$ cat src/include/bceor_pkg.sv
/*
 * Constants and carrier types for the bridge clock gating, error cause and port option registers.
 * Assumes a 32-bit configuration access path with byte enables and dword-aligned byte addresses.
 */
`default_nettype none
package bceor_pkg;
	// Register offsets, byte addresses
	localparam logic [7:0] CLK_CTRL_OFF = 8'h68;
	localparam logic [7:0] OPTION_OFF = 8'h74;
	// Reset values
	localparam logic [15:0] CLK_CTRL_RST = 16'h0000;
	localparam logic [7:0] CAUSE_RST = 8'h00;
	localparam logic [15:0] OPTION_RST = 16'h0000;
	localparam logic [31:0] RDATA_RST = 32'h0000_0000;
	// Field layout of the clock control word
	localparam int CLK_NUM = 10;
	localparam int CLK_PAIR_NUM = 4;
	localparam int CLK_SINGLE_LSB = 8;
	localparam logic [15:0] CLK_CTRL_WMASK = 16'h3fff;
	// Error cause flags sit in byte 2 of the clock control dword
	localparam int CAUSE_LSB = 16;
	localparam int CAUSE_NUM = 8;
	localparam int CAUSE_ADDR_PARITY = 0;
	localparam int CAUSE_PW_PARITY = 1;
	localparam int CAUSE_PW_NODELIV = 2;
	localparam int CAUSE_PW_TABORT = 3;
	localparam int CAUSE_PW_MABORT = 4;
	localparam int CAUSE_DW_NODELIV = 5;
	localparam int CAUSE_DR_NODATA = 6;
	localparam int CAUSE_DT_TIMEOUT = 7;
	// Port option fields
	localparam int OPT_RD_ALIAS_BIT = 1;
	localparam int OPT_WR_ALIAS_BIT = 2;
	localparam logic [15:0] OPTION_WMASK = 16'h0006;
	// Bus commands
	localparam logic [3:0] PLAIN_MEMORY_READ_CMD = 4'h6;
	localparam logic [3:0] PLAIN_MEMORY_WRITE_CMD = 4'h7;
	localparam logic [3:0] MEMORY_READ_MULTIPLE_CMD = 4'hc;
	localparam logic [3:0] MEMORY_READ_LINE_CMD = 4'he;
	localparam logic [3:0] WRITE_INVALIDATE_CMD = 4'hf;
	// Delayed transaction master timeout, in clocks
	localparam int MT_CLKS_DFLT = 32768;

	// One configuration access per cycle
	typedef struct packed {
		logic wr;
		logic rd;
		logic [7:0] addr;
		logic [3:0] be;
		logic [31:0] wdata;
	} bceor_cfg_req_t;
endpackage
`default_nettype wire

$ cat src/rtl/bceor_regs.sv
/*
 * Clock gating control, system error cause flags, retry alias options and delayed transaction timer.
 * Assumes configuration accesses arrive as single-cycle strobes synchronous to CORE_CLK.
 */
`timescale 1ns/1ps
`default_nettype none
module bceor_regs #(
	parameter int MASTER_TIMEOUT_CLKS = bceor_pkg::MT_CLKS_DFLT
) (
	// Clock and reset
	input wire logic CORE_CLK,
	input wire logic RST_N,
	// Configuration access
	input wire bceor_pkg::bceor_cfg_req_t CFG_REQ,
	output logic [31:0] CFG_RDATA,
	output logic CFG_RVALID,
	// System error causes
	input wire logic [7:0] SERR_CAUSE,
	input wire logic [7:0] SERR_CAUSE_DISABLE,
	input wire logic SERR_ENABLE,
	output logic PRIMARY_SYSTEM_ERROR_OUT_N,
	// Delayed transaction timer
	input wire logic DT_PENDING,
	output logic DT_TIMEOUT,
	// Retry command matching
	input wire logic [3:0] RETRY_CMD,
	input wire logic [3:0] STORED_CMD,
	output logic RETRY_MATCH,
	// Secondary clocks
	output logic [9:0] SECONDARY_CLOCK_OUTPUT
);
	localparam int TW = $clog2(MASTER_TIMEOUT_CLKS + 1);
	localparam logic [TW-1:0] T_LAST = TW'(MASTER_TIMEOUT_CLKS - 1);

	logic [15:0] clk_ctrl;
	logic [7:0] cause;
	logic [15:0] option;
	logic hit_clk;
	logic hit_opt;
	logic wr_clk;
	logic wr_opt;
	logic [7:0] cause_set;
	logic [7:0] cause_clr;
	logic [9:0] clk_en;
	logic [9:0] en_hold;
	logic phase;
	logic [TW-1:0] t_cnt;
	logic t_expired;
	logic t_fire;

	// Byte-lane merge of a 16-bit field under a write mask
	function automatic logic [15:0] be_merge(input logic [15:0] old, input logic [15:0] wd,
		input logic [1:0] be, input logic [15:0] wmask);
		logic [15:0] lanes;
		lanes = {{8{be[1]}}, {8{be[0]}}} & wmask;
		return (old & ~lanes) | (wd & lanes);
	endfunction

	// Exact or aliased retry command comparison
	function automatic logic cmd_match(input logic [3:0] retry, input logic [3:0] stored,
		input logic rd_alias, input logic wr_alias);
		logic m;
		m = (retry == stored);
		if (rd_alias && stored == bceor_pkg::PLAIN_MEMORY_READ_CMD &&
			(retry == bceor_pkg::MEMORY_READ_LINE_CMD || retry == bceor_pkg::MEMORY_READ_MULTIPLE_CMD))
		begin
			m = 1'b1;
		end
		if (wr_alias && stored == bceor_pkg::PLAIN_MEMORY_WRITE_CMD &&
			retry == bceor_pkg::WRITE_INVALIDATE_CMD)
		begin
			m = 1'b1;
		end
		return m;
	endfunction

	// Address decode
	assign hit_clk = (CFG_REQ.addr[7:2] == bceor_pkg::CLK_CTRL_OFF[7:2]);
	assign hit_opt = (CFG_REQ.addr[7:2] == bceor_pkg::OPTION_OFF[7:2]);
	assign wr_clk = CFG_REQ.wr && hit_clk;
	assign wr_opt = CFG_REQ.wr && hit_opt;

	// Clock control word, reserved bits never stored
	always_ff @(posedge CORE_CLK or negedge RST_N)
	begin
		if (!RST_N)
			clk_ctrl <= bceor_pkg::CLK_CTRL_RST;
		else if (wr_clk)
			clk_ctrl <= be_merge(clk_ctrl, CFG_REQ.wdata[15:0], CFG_REQ.be[1:0], bceor_pkg::CLK_CTRL_WMASK);
	end

	// Port option word, only the alias bits stored
	always_ff @(posedge CORE_CLK or negedge RST_N)
	begin
		if (!RST_N)
			option <= bceor_pkg::OPTION_RST;
		else if (wr_opt)
			option <= be_merge(option, CFG_REQ.wdata[15:0], CFG_REQ.be[1:0], bceor_pkg::OPTION_WMASK);
	end

	// Causes that really drive the error output
	always_comb
	begin
		cause_set = SERR_CAUSE;
		cause_set[bceor_pkg::CAUSE_DT_TIMEOUT] = SERR_CAUSE[bceor_pkg::CAUSE_DT_TIMEOUT] | t_fire;
		cause_set = cause_set & ~SERR_CAUSE_DISABLE & {8{SERR_ENABLE}};
		cause_clr = (wr_clk && CFG_REQ.be[2]) ? CFG_REQ.wdata[23:16] : 8'h00;
	end

	// Sticky cause flags, a new event wins over a clear
	always_ff @(posedge CORE_CLK or negedge RST_N)
	begin
		if (!RST_N)
			cause <= bceor_pkg::CAUSE_RST;
		else
			cause <= (cause & ~cause_clr) | cause_set;
	end

	// Error output pulse
	always_ff @(posedge CORE_CLK or negedge RST_N)
	begin
		if (!RST_N)
			PRIMARY_SYSTEM_ERROR_OUT_N <= 1'b1;
		else
			PRIMARY_SYSTEM_ERROR_OUT_N <= ~|cause_set;
	end

	// Delayed transaction master timer
	assign t_fire = DT_PENDING && !t_expired && (t_cnt == T_LAST);

	always_ff @(posedge CORE_CLK or negedge RST_N)
	begin
		if (!RST_N)
		begin
			t_cnt <= '0;
			t_expired <= 1'b0;
		end
		else if (!DT_PENDING)
		begin
			t_cnt <= '0;
			t_expired <= 1'b0;
		end
		else if (t_fire)
		begin
			t_cnt <= '0;
			t_expired <= 1'b1;
		end
		else if (!t_expired)
			t_cnt <= t_cnt + TW'(1);
	end

	always_ff @(posedge CORE_CLK or negedge RST_N)
	begin
		if (!RST_N)
			DT_TIMEOUT <= 1'b0;
		else
			DT_TIMEOUT <= t_fire;
	end

	// Retry match
	always_ff @(posedge CORE_CLK or negedge RST_N)
	begin
		if (!RST_N)
			RETRY_MATCH <= 1'b0;
		else
			RETRY_MATCH <= cmd_match(RETRY_CMD, STORED_CMD,
				option[bceor_pkg::OPT_RD_ALIAS_BIT], option[bceor_pkg::OPT_WR_ALIAS_BIT]);
	end

	// Read path
	always_ff @(posedge CORE_CLK or negedge RST_N)
	begin
		if (!RST_N)
		begin
			CFG_RDATA <= bceor_pkg::RDATA_RST;
			CFG_RVALID <= 1'b0;
		end
		else
		begin
			CFG_RVALID <= CFG_REQ.rd;
			if (CFG_REQ.rd && hit_clk)
				CFG_RDATA <= {8'h00, cause, clk_ctrl & bceor_pkg::CLK_CTRL_WMASK};
			else if (CFG_REQ.rd && hit_opt)
				CFG_RDATA <= {16'h0000, option & bceor_pkg::OPTION_WMASK};
			else if (CFG_REQ.rd)
				CFG_RDATA <= bceor_pkg::RDATA_RST;
		end
	end

	// Per-output enable decode
	always_comb
	begin
		clk_en = '0;
		for (int i = 0; i < bceor_pkg::CLK_PAIR_NUM; i++)
		begin
			clk_en[i] = ~&clk_ctrl[2*i +: 2];
		end
		for (int i = bceor_pkg::CLK_PAIR_NUM; i < bceor_pkg::CLK_NUM; i++)
		begin
			clk_en[i] = ~clk_ctrl[bceor_pkg::CLK_SINGLE_LSB + i - bceor_pkg::CLK_PAIR_NUM];
		end
	end

	// Half-rate clock enable
	always_ff @(posedge CORE_CLK or negedge RST_N)
	begin
		if (!RST_N)
			phase <= 1'b0;
		else
			phase <= ~phase;
	end

	// Enable sampled only on the edge that drives the outputs low, so pulses are always whole
	always_ff @(posedge CORE_CLK or negedge RST_N)
	begin
		if (!RST_N)
			en_hold <= '0;
		else if (phase)
			en_hold <= clk_en;
	end

	always_ff @(posedge CORE_CLK or negedge RST_N)
	begin
		if (!RST_N)
			SECONDARY_CLOCK_OUTPUT <= '0;
		else
			SECONDARY_CLOCK_OUTPUT <= phase ? 10'h000 : en_hold;
	end
endmodule // bceor_regs
`default_nettype wire

$ cat config.mk
export PLATFORM = sky130hd
export DESIGN_NAME = bceor_regs
export DESIGN_NICKNAME = d
export VERILOG_FILES = /design/src/include/bceor_pkg.sv /design/src/rtl/bceor_regs.sv
export SDC_FILE = /design/constraint.sdc
export NUM_CORES = 1
export LEC_CHECK = 0
export ABC_AREA = 1
export BUFFER_PORTS_ARGS = -buffer_cell sky130_fd_sc_hd__buf_4
export CORE_ASPECT_RATIO = 1.2
export CORE_MARGIN = 2
export CORE_UTILIZATION = 55
export DETAILED_ROUTE_END_ITERATION = 8
export GPL_ROUTABILITY_DRIVEN = 0
export GPL_TIMING_DRIVEN = 0
export MAX_ROUTING_LAYER = met4
export PLACE_DENSITY = 0.84
export RECOVER_POWER = 100
export SKIP_LAST_GASP = 1
export SYNTH_ARGS = -nofsm -noshare
export SYNTH_HDL_FRONTEND = slang
export SYNTH_SLANG_ARGS = --single-unit
$ cat constraint.sdc
create_clock -name CORE_CLK -period 2.04 [get_ports CORE_CLK]
set_input_delay 0.102 -clock CORE_CLK [delete_from_list [all_inputs] [get_ports CORE_CLK]]
set_output_delay 0.102 -clock CORE_CLK [all_outputs]
set_load 0.02 [all_outputs]
==> results of run 1 <==
logic make-up (layout without fill, tap and decap cells):
| family | after synthesis | count (layout) | synth area share, % |
|---|---|---|---|
| buf+inv | 62 | 186 | 7.37 |
| simple gates | 280 | 280 | 33.2 |
| flops | 88 | 88 | 55.0 |
| other cells | 1 | 10 | 0.0935 |
| xor+xnor | 3 | 3 | 0.656 |
| fa+ha+maj | 1 | 1 | 0.312 |
| compound gates | 25 | 25 | 3.40 |
tightest hold or removal path, cell delays in order:
cell     delay (ps)
buf_4            80
inv_1            50
nand2_4          70
a21oi_1          60
area by class of cell:
cell class | count | share of cell area [%]
flip-flops and latches | 88 | 43.9
multi-input cells | 319 | 29.5
repair buffers | 108 | 14.1
inverters | 42 | 3.16
plain buffers | 20 | 2.49
clock buffers | 9 | 2.47
well taps | 90 | 2.24
clock inverters | 7 | 2.14
routing by layer:
metal  global-route usage, %  vias to the layer above
li1                        -                     1684
met1                    31.6                     1609
met2                    40.0                      115
met3                    3.35                       23
met4                    10.5                        0
met5                       -                        -
power breakdown:
group | total, µW | switching [µW] | internal (µW)
sequential | 1840 | 36.8 | 1800
combinational | 327 | 178 | 149
clock | 1360 | 649 | 715
total | 3530 | 863 | 2670
path summary, 6_finish.rpt:
path | endpoint | depth (start not counted)
max | t_cnt[10] | 8
min | PRIMARY_SYSTEM_ERROR_OUT_N | 4
max reg2reg | t_cnt[10] | 8
min reg2reg | SECONDARY_CLOCK_OUTPUT[8] | 2
max in group asynchronous | cause[4] | 2
min in group asynchronous | async pin | 2
synthesized netlist by cell type, types with 6 or more instances:
library cell	number	share of area (%)
inv_1	37	3.5
nand2_1	167	16
nor2_1	28	2.6
dfrtp_1	87	54
buf_4	15	2.8
nand3_1	33	4.1
o21ai_0	10	1.2
nor2_2	11	1.7
nand4_1	10	1.6
a21oi_1	6	0.75
metrics by stage:
step	total power [µW]	utilization (%)	setup slack [ps]	cells
finish	3530	70.3	435	683
global route	3670	70.3	299	683
CTS	3570	73.2	628	683
detailed placement	2200	67.9	643	652
global placement	2190	67.9	654	652
floorplan	2010	-	761	469
placed cells by master (no fill, tap or decap), types with 4 or more instances in the layout:
cell / n
nand2_1: 169
dfrtp_1: 87
buf_4: 67
clkbuf_1: 43
nor2_1: 39
inv_1: 37
nand3_1: 33
dlygate4sd3_1: 15
nand4_1: 11
o21ai_0: 11
conb_1: 10
clkbuf_8: 9
a21oi_1: 7
or2_2: 5
nor3_1: 4
what timing repair did:
item	4_1_cts	5_1_grt
endpoints found under the setup margin	0	0
hold buffers	15	0
buffers inserted	0	0
hold endpoints to repair	86	0
==> results.md, run 1 <==
- Slew margin rel.: 24.1%
- Hold_sp: SERR_CAUSE[7]
- Layout Skew: 12.8 ps
- Crit Path Class: reg -> reg
- Hold Slack: 10.2 ps
- Max H-tree Level: 3
- CP bufs+invs: 1
- First-pass GRT wire length: 15100 µm
- Synth Register Bits: 88
- Multi-input logic area: 0.00148 mm²
- Max Fclk: 0.623 GHz
- Register area: 0.00220 mm²
- Reg clk slew, reported paths: 90 ps
- IO buf count: 93
- Post-DP HPWL: 6430 µm
- Crit path time final: 1610 ps
- Layout fillers: 581
- Vias in the first global route: 3377
- CP delay by family, top: simple AND/OR/NAND/NOR gates
- Initial DRT Pass Iterations: 4
- Nets@finish: 663
- CP endpoint kind: flop
- Final Cell Area: 0.00502 mm²
- CP Max Fanout: 4
- Final Cycle Share: 78.7%
- CTS tree: yes
- N_diodes: 0
- TritonCTS sink count: a little under 90
- Initial core utilization: 56.1%
- CTS Buf Count: 9
- Crit path from: t_cnt[1]
- Die X: 81.9 µm
- Status: complete, no violations
- DRT met1 WL: ~3500 µm
- Top Metal Used: met4
- Row count: 34
- Die height: roughly 98 µm
- Worst skew pair latency: 350 ps
- Fin. max-slew vios: 0
- DR WL/cell: between 10 and 15 µm
- Via density: 5.02
- Measured slew at the worst slew-check pin: 1140 ps
- Total track usage: 25.0%
- Power per cell area: between 700 and 800 mW/mm²
- Die area: 0.00799 mm²
- WP data arrival: 1840 ps
- RSZ-0062 raised after global routing: false
- Post_cts resized: 0
- Final WL: between 8000 and 9000 µm
- Setup Viol. Count Final: 0
- Post-synthesis sequential area ratio: 55.0%
- Critical Path Slowest Stage Cell: dfrtp_1
- Syn_area_per_cell: 8.71 µm²
- Lkg Pwr: 0.00259 µW
- Ratio of cells with drive above 1 in the final layout: 18.9%
- Worst Path Required: 2280 ps
- Hold crit path type: in -> reg
- Worst R2R Start: t_cnt[1]
- Pin count of the biggest net entering global routing: 89
- Setup_tns: 0 ps
- Top Ports: 120
- Core Footprint: 0.00715 mm²
- CP peak stage delay: 410 ps
- Synth cell types: 36
- Ys Warns: 0
- Met3 WL: approximately 490 µm
- Root Buffer: clkbuf_8
- Cell Area, Synth: 0.00401 mm²
- Max clock buf depth: 2
- Post-synth EDFFs: 0
- Total gr overflow: 0
- DP Area: just under 0.005 mm²
- Max cap viols: 0
- Antenna violations before repair: 0
- Post-DRT Antenna Nets: 0
- Maximum VDD drop: 0.403 mV
- Async SR Flop Fraction: 100%
- Fin. Hold Viols: 0
- Main flop type after synthesis: dfrtp_1
- Startpoint class of the critical path: flop
- Worst-path cell chain: ha_1, inv_1, nor2_1, nand2_1, nor2_1, nor2_1, nand2_1, nor2_1
- Synth-to-Final Area Change: 25.3%
- R2R Setup Slk: between 400 and 500 ps
- DR iter-0 viols: 263
- Met2 wire len: between 4000 and 5000 µm
- Vias: 3431
- Mapped Cells: 460
- Residual DRC count: 0
- Cell mode on critical path: nor2_1
Note: power is estimated with default switching activity, not from simulation.
==> inputs of run 2 (changes only) <==
--- a/config.mk
+++ b/config.mk
@@ -9,12 +9,12 @@
 export BUFFER_PORTS_ARGS = -buffer_cell sky130_fd_sc_hd__buf_4
 export CORE_ASPECT_RATIO = 1.2
 export CORE_MARGIN = 2
-export CORE_UTILIZATION = 55
+export CORE_UTILIZATION = 46
 export DETAILED_ROUTE_END_ITERATION = 8
 export GPL_ROUTABILITY_DRIVEN = 0
 export GPL_TIMING_DRIVEN = 0
 export MAX_ROUTING_LAYER = met4
-export PLACE_DENSITY = 0.84
+export PLACE_DENSITY = 0.75
 export RECOVER_POWER = 100
 export SKIP_LAST_GASP = 1
 export SYNTH_ARGS = -nofsm -noshare
==> constraint.sdc (replaced) <==
create_clock -name CORE_CLK -period 1.3 [get_ports CORE_CLK]
set_input_delay 0.065 -clock CORE_CLK [delete_from_list [all_inputs] [get_ports CORE_CLK]]
set_output_delay 0.065 -clock CORE_CLK [all_outputs]
set_load 0.02 [all_outputs]
==> run 2 against run 1 <==
Sequential power up 57%; global-route usage down 1.5 points; critical endpoint is now cause[7]; largest cell class unchanged; the run now ends with setup timing left; register-to-register slack got worse by 480 ps; via count is 6.4% higher; worst setup slack got worse by 480 ps; combinational power is 90% higher; routed wire length up 16%.
==> results.md, run 2 (same netlist as run 1, synthesis figures left out) <==
- Worst-path cell chain: ha_2, inv_2, nor2_4, nand2_4, clkinv_4, nand2_8, nand2_8, nand2_2, nand2_1
- Slew margin rel.: 47.5% (+23 points)
- Max clock buf depth: 2 (unchanged)
- DR iter-0 viols: 198 (-25%)
- Max H-tree Level: 3 (unchanged)
- Die area: 0.00948 mm² (+19%)
- Setup_tns: -331 ps (-331 ps)
- Synth-to-Final Area Change: 38.8%
- Root Buffer: clkbuf_8
- Commonest non-fill, non-tap cell in the layout: nand2_1
- Measured slew at the worst slew-check pin: 787 ps (-351 ps)
- Fin. max-slew vios: 0 (unchanged)
- Worst Setup Slack post-DPL: -153 ps (-796 ps)
- RSZ-0062 raised after global routing: true
- Power per cell area: 962 mW/mm² (+37%)
- Vias: 3649 (+6.4%)
- Failing checks: setup timing
- Startpoint class of the critical path: flop
- Fin. Hold Viols: 0 (unchanged)
- N_diodes: 0 (unchanged)
- Worst Path Required: 1600 ps (-680 ps)
- Nets@finish: 701 (+5.7%)
- CTS Buf Count: 9 (unchanged)
- DR WL/cell: 13.8 µm (+6.2%)
- Critical Path Slowest Stage Cell: dfrtp_1
- CP peak stage delay: 390 ps (-20 ps)
- Ratio of cells with drive above 1 in the final layout: 23.5% (+4.6 points)
- Via density: 4.88 (-2.8%)
- Total gr overflow: 0 (unchanged)
- Status: finished with violations
- Post-route worst setup slack: -42.2 ps (-477 ps)
- DP Area: 0.00489 mm² (+0.70%)
- Post-DRT Antenna Nets: 0 (unchanged)
- TritonCTS sink count: 88 (unchanged)
- Residual DRC count: 0 (unchanged)
- Maximum VDD drop: 0.701 mV (+74%)
- Setup Viol. Count Final: 16 (+16)
- Core Footprint: 0.00852 mm² (+19%)
- WP data arrival: 1640 ps (-200 ps)
- Crit Path Class: reg -> reg
- Crit path time final: 1340 ps (-263 ps)
- Initial core utilization: 47.1% (-9.0 points)
- Die height: 106 µm (+9.0%)
- Cell mode on critical path: nand2_8
- CP Max Fanout: 6 (+2)
- Top Ports: 120 (unchanged)
- Lkg Pwr: 0.00275 µW (+6.2%)
- Pwr Total: 5350 µW (+52%)
- Layout Skew: 11.5 ps (-1.29 ps)
- Total track usage: 23.5% (-1.5 points)
- Die X: 89.2 µm (+8.9%)
- Antenna violations before repair: 0 (unchanged)
- Pin count of the biggest net entering global routing: 89 (unchanged)
- Layout fillers: 719 (+24%)
- Vias in the first global route: 3677 (+8.9%)
- CP delay by family, top: simple AND/OR/NAND/NOR gates
- CTS tree: yes
- Max Fclk: 0.745 GHz (+20%)
- Row count: 37 (+8.8%)
- Initial DRT Pass Iterations: 4 (unchanged)
- Final WL: 10300 µm (+16%)
- Final Cycle Share: 103% (+25 points)
- Hold crit path type: in -> reg
- Reg clk slew, reported paths: 80 ps (about the same)
- CP endpoint kind: flop
- Post-DP HPWL: 6400 µm (-0.45%)
- Max cap viols: 0 (unchanged)
- First-pass GRT wire length: 16600 µm (+10%)
- IO buf count: 93 (unchanged)
- Worst skew pair latency: 360 ps (about the same)
- CP bufs+invs: 2 (+1)
- Most frequent cells in the layout: nand2_1, dfrtp_1, buf_4
- Final Cell Area: 0.00557 mm² (+11%)
## run 2: cell types whose count changed in the layout (fill, tap and decap cells not counted), moves of 4 or more
cell,before,now
buf_6,0,5
nor2_2,2,9
nand2_1,169,165
nor2_1,39,26
nor2_4,3,9
clkbuf_4,2,9
dlygate4sd3_1,15,48
buf_4,67,60
## run 2: worst register-to-register path, delay by kind of cell (launching register included)
kind	cells	cell delay [ps]
fa+ha+maj	1	220
buf+inv	2	120
flops	1	390
simple gates	6	550
## run 2: path summary, 6_finish.rpt
kind | depth (start not counted) | end | startpoint | slack (ps)
max | 9 | cause[7] | t_cnt[1] | -40
min | 4 | RETRY_MATCH | RETRY_CMD[1] | 20
max reg2reg | 9 | cause[7] | t_cnt[1] | -40
min reg2reg | 2 | SECONDARY_CLOCK_OUTPUT[7] | en_hold[7] | 480
max in group asynchronous | 2 | t_cnt[11] | RST_N | 390
min in group asynchronous | 2 | SECONDARY_CLOCK_OUTPUT[1] | RST_N | 310
## run 2: what timing repair did
| action | CTS | global route |
|---|---|---|
| endpoints found under the setup margin | 20 | 119 |
| cloned | 1 | 0 |
| hold buffers | 49 | 0 |
| resized for setup | 12 | 22 |
| setup buffers | 4 | 1 |
| hold endpoints to repair | 112 | 0 |
| pin swaps | 8 | 15 |
## run 2: layout make-up
type	count	area, µm²	share of cell area [%]
timing repair buffer	146	1080	19.5
inverter	42	164	2.95
sequential	88	2210	39.6
multi-input combinational	320	1640	29.5
clock buffer	10	128	2.29
clock inverter	5	58.8	1.06
buffer	19	135	2.43
tap	117	146	2.63
## run 2: per-stage QoR
stage	instances	hold slack [ps]	util [%]
floorplan	469	-231	-
global placement	679	190	57.4
detailed placement	679	186	57.4
CTS	748	3.04	66.3
global route	747	28.1	65.3
finish	747	18.1	65.3
## run 2: power by group
| group | internal, µW | total [µW] | switching [µW] |
|---|---|---|---|
| Sequential | 2830 | 2880 | 53.9 |
| Combinational | 302 | 620 | 318 |
| Clock | 878 | 1850 | 970 |
## run 2: routing by layer
metal	up-vias	wire [µm]	GRT usage (%)
li1	1762	-	-
met1	1747	3930	26.4
met2	117	5550	39.8
met3	23	529	5.12
met4	0	272	9.91
met5	-	0	-
==> inputs of run 3 (changes only) <==
--- a/config.mk
+++ b/config.mk
@@ -7,14 +7,16 @@
 export LEC_CHECK = 0
 export ABC_AREA = 1
 export BUFFER_PORTS_ARGS = -buffer_cell sky130_fd_sc_hd__buf_4
+export CELL_PAD_IN_SITES_DETAIL_PLACEMENT = 1
+export CELL_PAD_IN_SITES_GLOBAL_PLACEMENT = 2
 export CORE_ASPECT_RATIO = 1.2
 export CORE_MARGIN = 2
-export CORE_UTILIZATION = 46
+export CORE_UTILIZATION = 27
 export DETAILED_ROUTE_END_ITERATION = 8
 export GPL_ROUTABILITY_DRIVEN = 0
 export GPL_TIMING_DRIVEN = 0
 export MAX_ROUTING_LAYER = met4
-export PLACE_DENSITY = 0.75
+export PLACE_DENSITY_LB_ADDON = 0.1
 export RECOVER_POWER = 100
 export SKIP_LAST_GASP = 1
 export SYNTH_ARGS = -nofsm -noshare
==> run 3 against run 2 <==
The flow still finishes with violations (setup timing); count of clock-buffer cells in the layout unchanged; sequential cell count unchanged; combinational power decreased by 3%; critical path depth decreased by 1; hold slack got worse by 12 ps; via count decreased by 4.9%; register-to-register slack got worse by 30 ps; cell count increased by 9.9%; worst setup slack got worse by 30 ps.
==> results.md, run 3 (same netlist as run 1, synthesis figures left out) <==
- Status: finished with violations
- Failing checks: setup timing
- Worst R2R Path Depth: 8 (-1)
- Most frequent cells in the layout: nand2_1, dfrtp_1, buf_4
- WP data arrival: 1600 ps (-40 ps)
- Top Ports: 120 (unchanged)
- Measured slew at the worst slew-check pin: 1260 ps (+474 ps)
- Startpoint class of the critical path: flop
- Switching share of power: 25.2% (+0.096 points)
- Lkg Pwr: 0.00275 µW (about the same)
- Slew margin rel.: 15.9% (-32 points)
- CP endpoint kind: flop
- Nets@finish: 691 (-1.4%)
- Hold crit path type: in -> async
- Max cap viols: 0 (unchanged)
- First-pass GRT wire length: 18300 µm (+10%)
- Hold Slack: 6.11 ps (-12.0 ps)
- Crit path from: t_cnt[0]
- Ratio of cells with drive above 1 in the final layout: 24.5% (+0.98 points)
- Clock power frac: 41.6% (+7.1 points)
- CP peak stage delay: 420 ps (+30 ps)
- RSZ-0062 raised after global routing: true
- CP Max Fanout: 6 (unchanged)
- Psw: 1510 µW (+12%)
- Post-DRT Antenna Nets: 0 (unchanged)
- Part of the power in registers: 48.3% (-5.6 points)
- Synth-to-Final Area Change: 40.9%
- Combinational group share of total power: 10.1% (-1.5 points)
- Critical Path Slowest Stage Cell: dfrtp_1
- Max clock buf depth: 2 (unchanged)
- CTS tree: yes
- CTS Buf Count: 9 (unchanged)
- Total gr overflow: 0 (unchanged)
- Post-DP HPWL: 7930 µm (+24%)
- Reg clk slew, reported paths: 70 ps (about the same)
- Root Buffer: clkbuf_16
- Antenna violations before repair: 0 (unchanged)
- Core Footprint: 0.0145 mm² (+70%)
- Via density: 4.23 (-14%)
- DR WL/cell: 13.5 µm (-1.8%)
- IO buf count: 93 (unchanged)
- Residual DRC count: 0 (unchanged)
- Vias in the first global route: 3732 (+1.5%)
- Die height: 137 µm (+29%)
- Worst R2R Start: t_cnt[0]
- Initial DRT Pass Iterations: 4 (unchanged)
- Setup Viol. Count Final: 18 (+2)
- Layout fillers: 1740 (+140%)
- Non-Filler Instances: 821 (+9.9%)
- Worst Path Required: 1530 ps (-70 ps)
- Maximum VDD drop: 0.549 mV (-22%)
- Max Fclk: 0.729 GHz (-2.2%)
- Final Cycle Share: 106% (+2.3 points)
- Register area: 0.00221 mm² (unchanged)
- Capture point of the worst reg-to-reg path: t_cnt[8]
- Layout Skew: 7.91 ps (-3.62 ps)
- Cell mode on critical path: nand2_8
- Worst Setup Slack post-DPL: -150 ps (+2.90 ps)
- TritonCTS sink count: 88 (unchanged)
- Worst skew pair latency: 350 ps (about the same)
- Post-route worst setup slack: -72.7 ps (-30.5 ps)
- Crit path time final: 1370 ps (+30.5 ps)
- Final WL: 11100 µm (+7.9%)
- Inst Count DP: 762 (+12%)
- Die X: 115 µm (+29%)
- Row count: 48 (+30%)
- Fin. max-slew vios: 0 (unchanged)
- Worst-path cell chain: ha_4, inv_2, nor2_4, nand2_4, clkinv_4, nand2_8, nand2_8, nor3_2
- N_diodes: 0 (unchanged)
- Crit Path Class: reg -> reg
- Vias: 3469 (-4.9%)
- Power per cell area: 1060 mW/mm² (+10%)
- Pin count of the biggest net entering global routing: 89 (unchanged)
- Total track usage: 15.4% (-8.1 points)
- Commonest non-fill, non-tap cell in the layout: nand2_1
- P_int: 4480 µW (+12%)
- Max H-tree Level: 3 (unchanged)
- Multi-input logic area: 0.00163 mm² (-0.69%)
- Fin. Hold Viols: 0 (unchanged)
- R2R Setup Slk: -70 ps (-30 ps)
- Initial core utilization: 27.7% (-19 points)
- DR iter-0 viols: 106 (-46%)
- Die area: 0.0158 mm² (+67%)
==> run 3: cell count changes in the layout (fill, tap and decap cells not counted), sizes merged <==
| cell | change |
|---|---|
| buf | +7 |
| bufinv | -1 |
| clkbuf | -7 |
| clkinv | +1 |
| clkinvlp | -1 |
| dlygate4sd3 | -10 |
| inv | +2 |
==> run 3: layout make-up <==
class	count	share of cell area, %
clock buffer	10	4.23
inverter	42	2.88
timing repair buffer	136	17.4
sequential	88	39.1
clock inverter	6	0.776
multi-input combinational	320	28.9
buffer	19	2.28
tap	200	4.43
==> run 3: worst max path at each step <==
| stage | endpoint | slack, ps | cells after the start |
|---|---|---|---|
| final | t_cnt[8] | -70 | 8 |
| after global routing | t_cnt[14] | -150 | 7 |
| after CTS | t_cnt[8] | -20 | 8 |
| after detailed placement | t_cnt[4] | -150 | 8 |
| after global placement | cause[7] | -150 | 9 |
| after floorplan | t_cnt[8] | 20 | 8 |
==> run 3: power by group through the flow <==
stage / Sequential, µW / Clock, µW / Combinational, µW
floorplan: 2960 / 0 / 197
global placement: 2940 / 0 / 519
detailed placement: 2940 / 0 / 524
CTS: 2890 / 2590 / 632
global route: 2900 / 2690 / 676
finish: 2890 / 2490 / 603
==> run 3: stage by stage <==
| stage | util (%) | total power [µW] | setup TNS, ps | instance area (µm²) |
|---|---|---|---|---|
| after floorplan | - | 3160 | 0 | 4040 |
| after global placement | 34.5 | 3460 | -2870 | 4990 |
| after detailed placement | 34.5 | 3470 | -3100 | 4990 |
| after CTS | 39.7 | 6110 | -181 | 5740 |
| after global routing | 39.0 | 6270 | -2480 | 5650 |
| final | 39.0 | 5990 | -804 | 5650 |
==> run 3: layer usage <==
metal  GRT usage [%]  wire [µm]
met5               -          0
met3            3.34        490
met4            5.22        169
met2            26.9       5830
met1            17.6       4590
==> run 3: what timing repair did <==
item                                    4_1_cts  5_1_grt
hold endpoints to repair                     24        0
buffers inserted                              3        2
hold buffers                                 38        0
cloned                                        1        0
endpoints found under the setup margin       28       38
pin swaps                                    13       11
resized for setup                            17       17
==> run 3: worst max-delay path: cells and delay by family (launching register included) <==
family / cells / cell delay (ps)
and+or+nand+nor: 5 / 530
DFF: 1 / 420
adders and majority gates: 1 / 180
buffers and inverters: 2 / 120
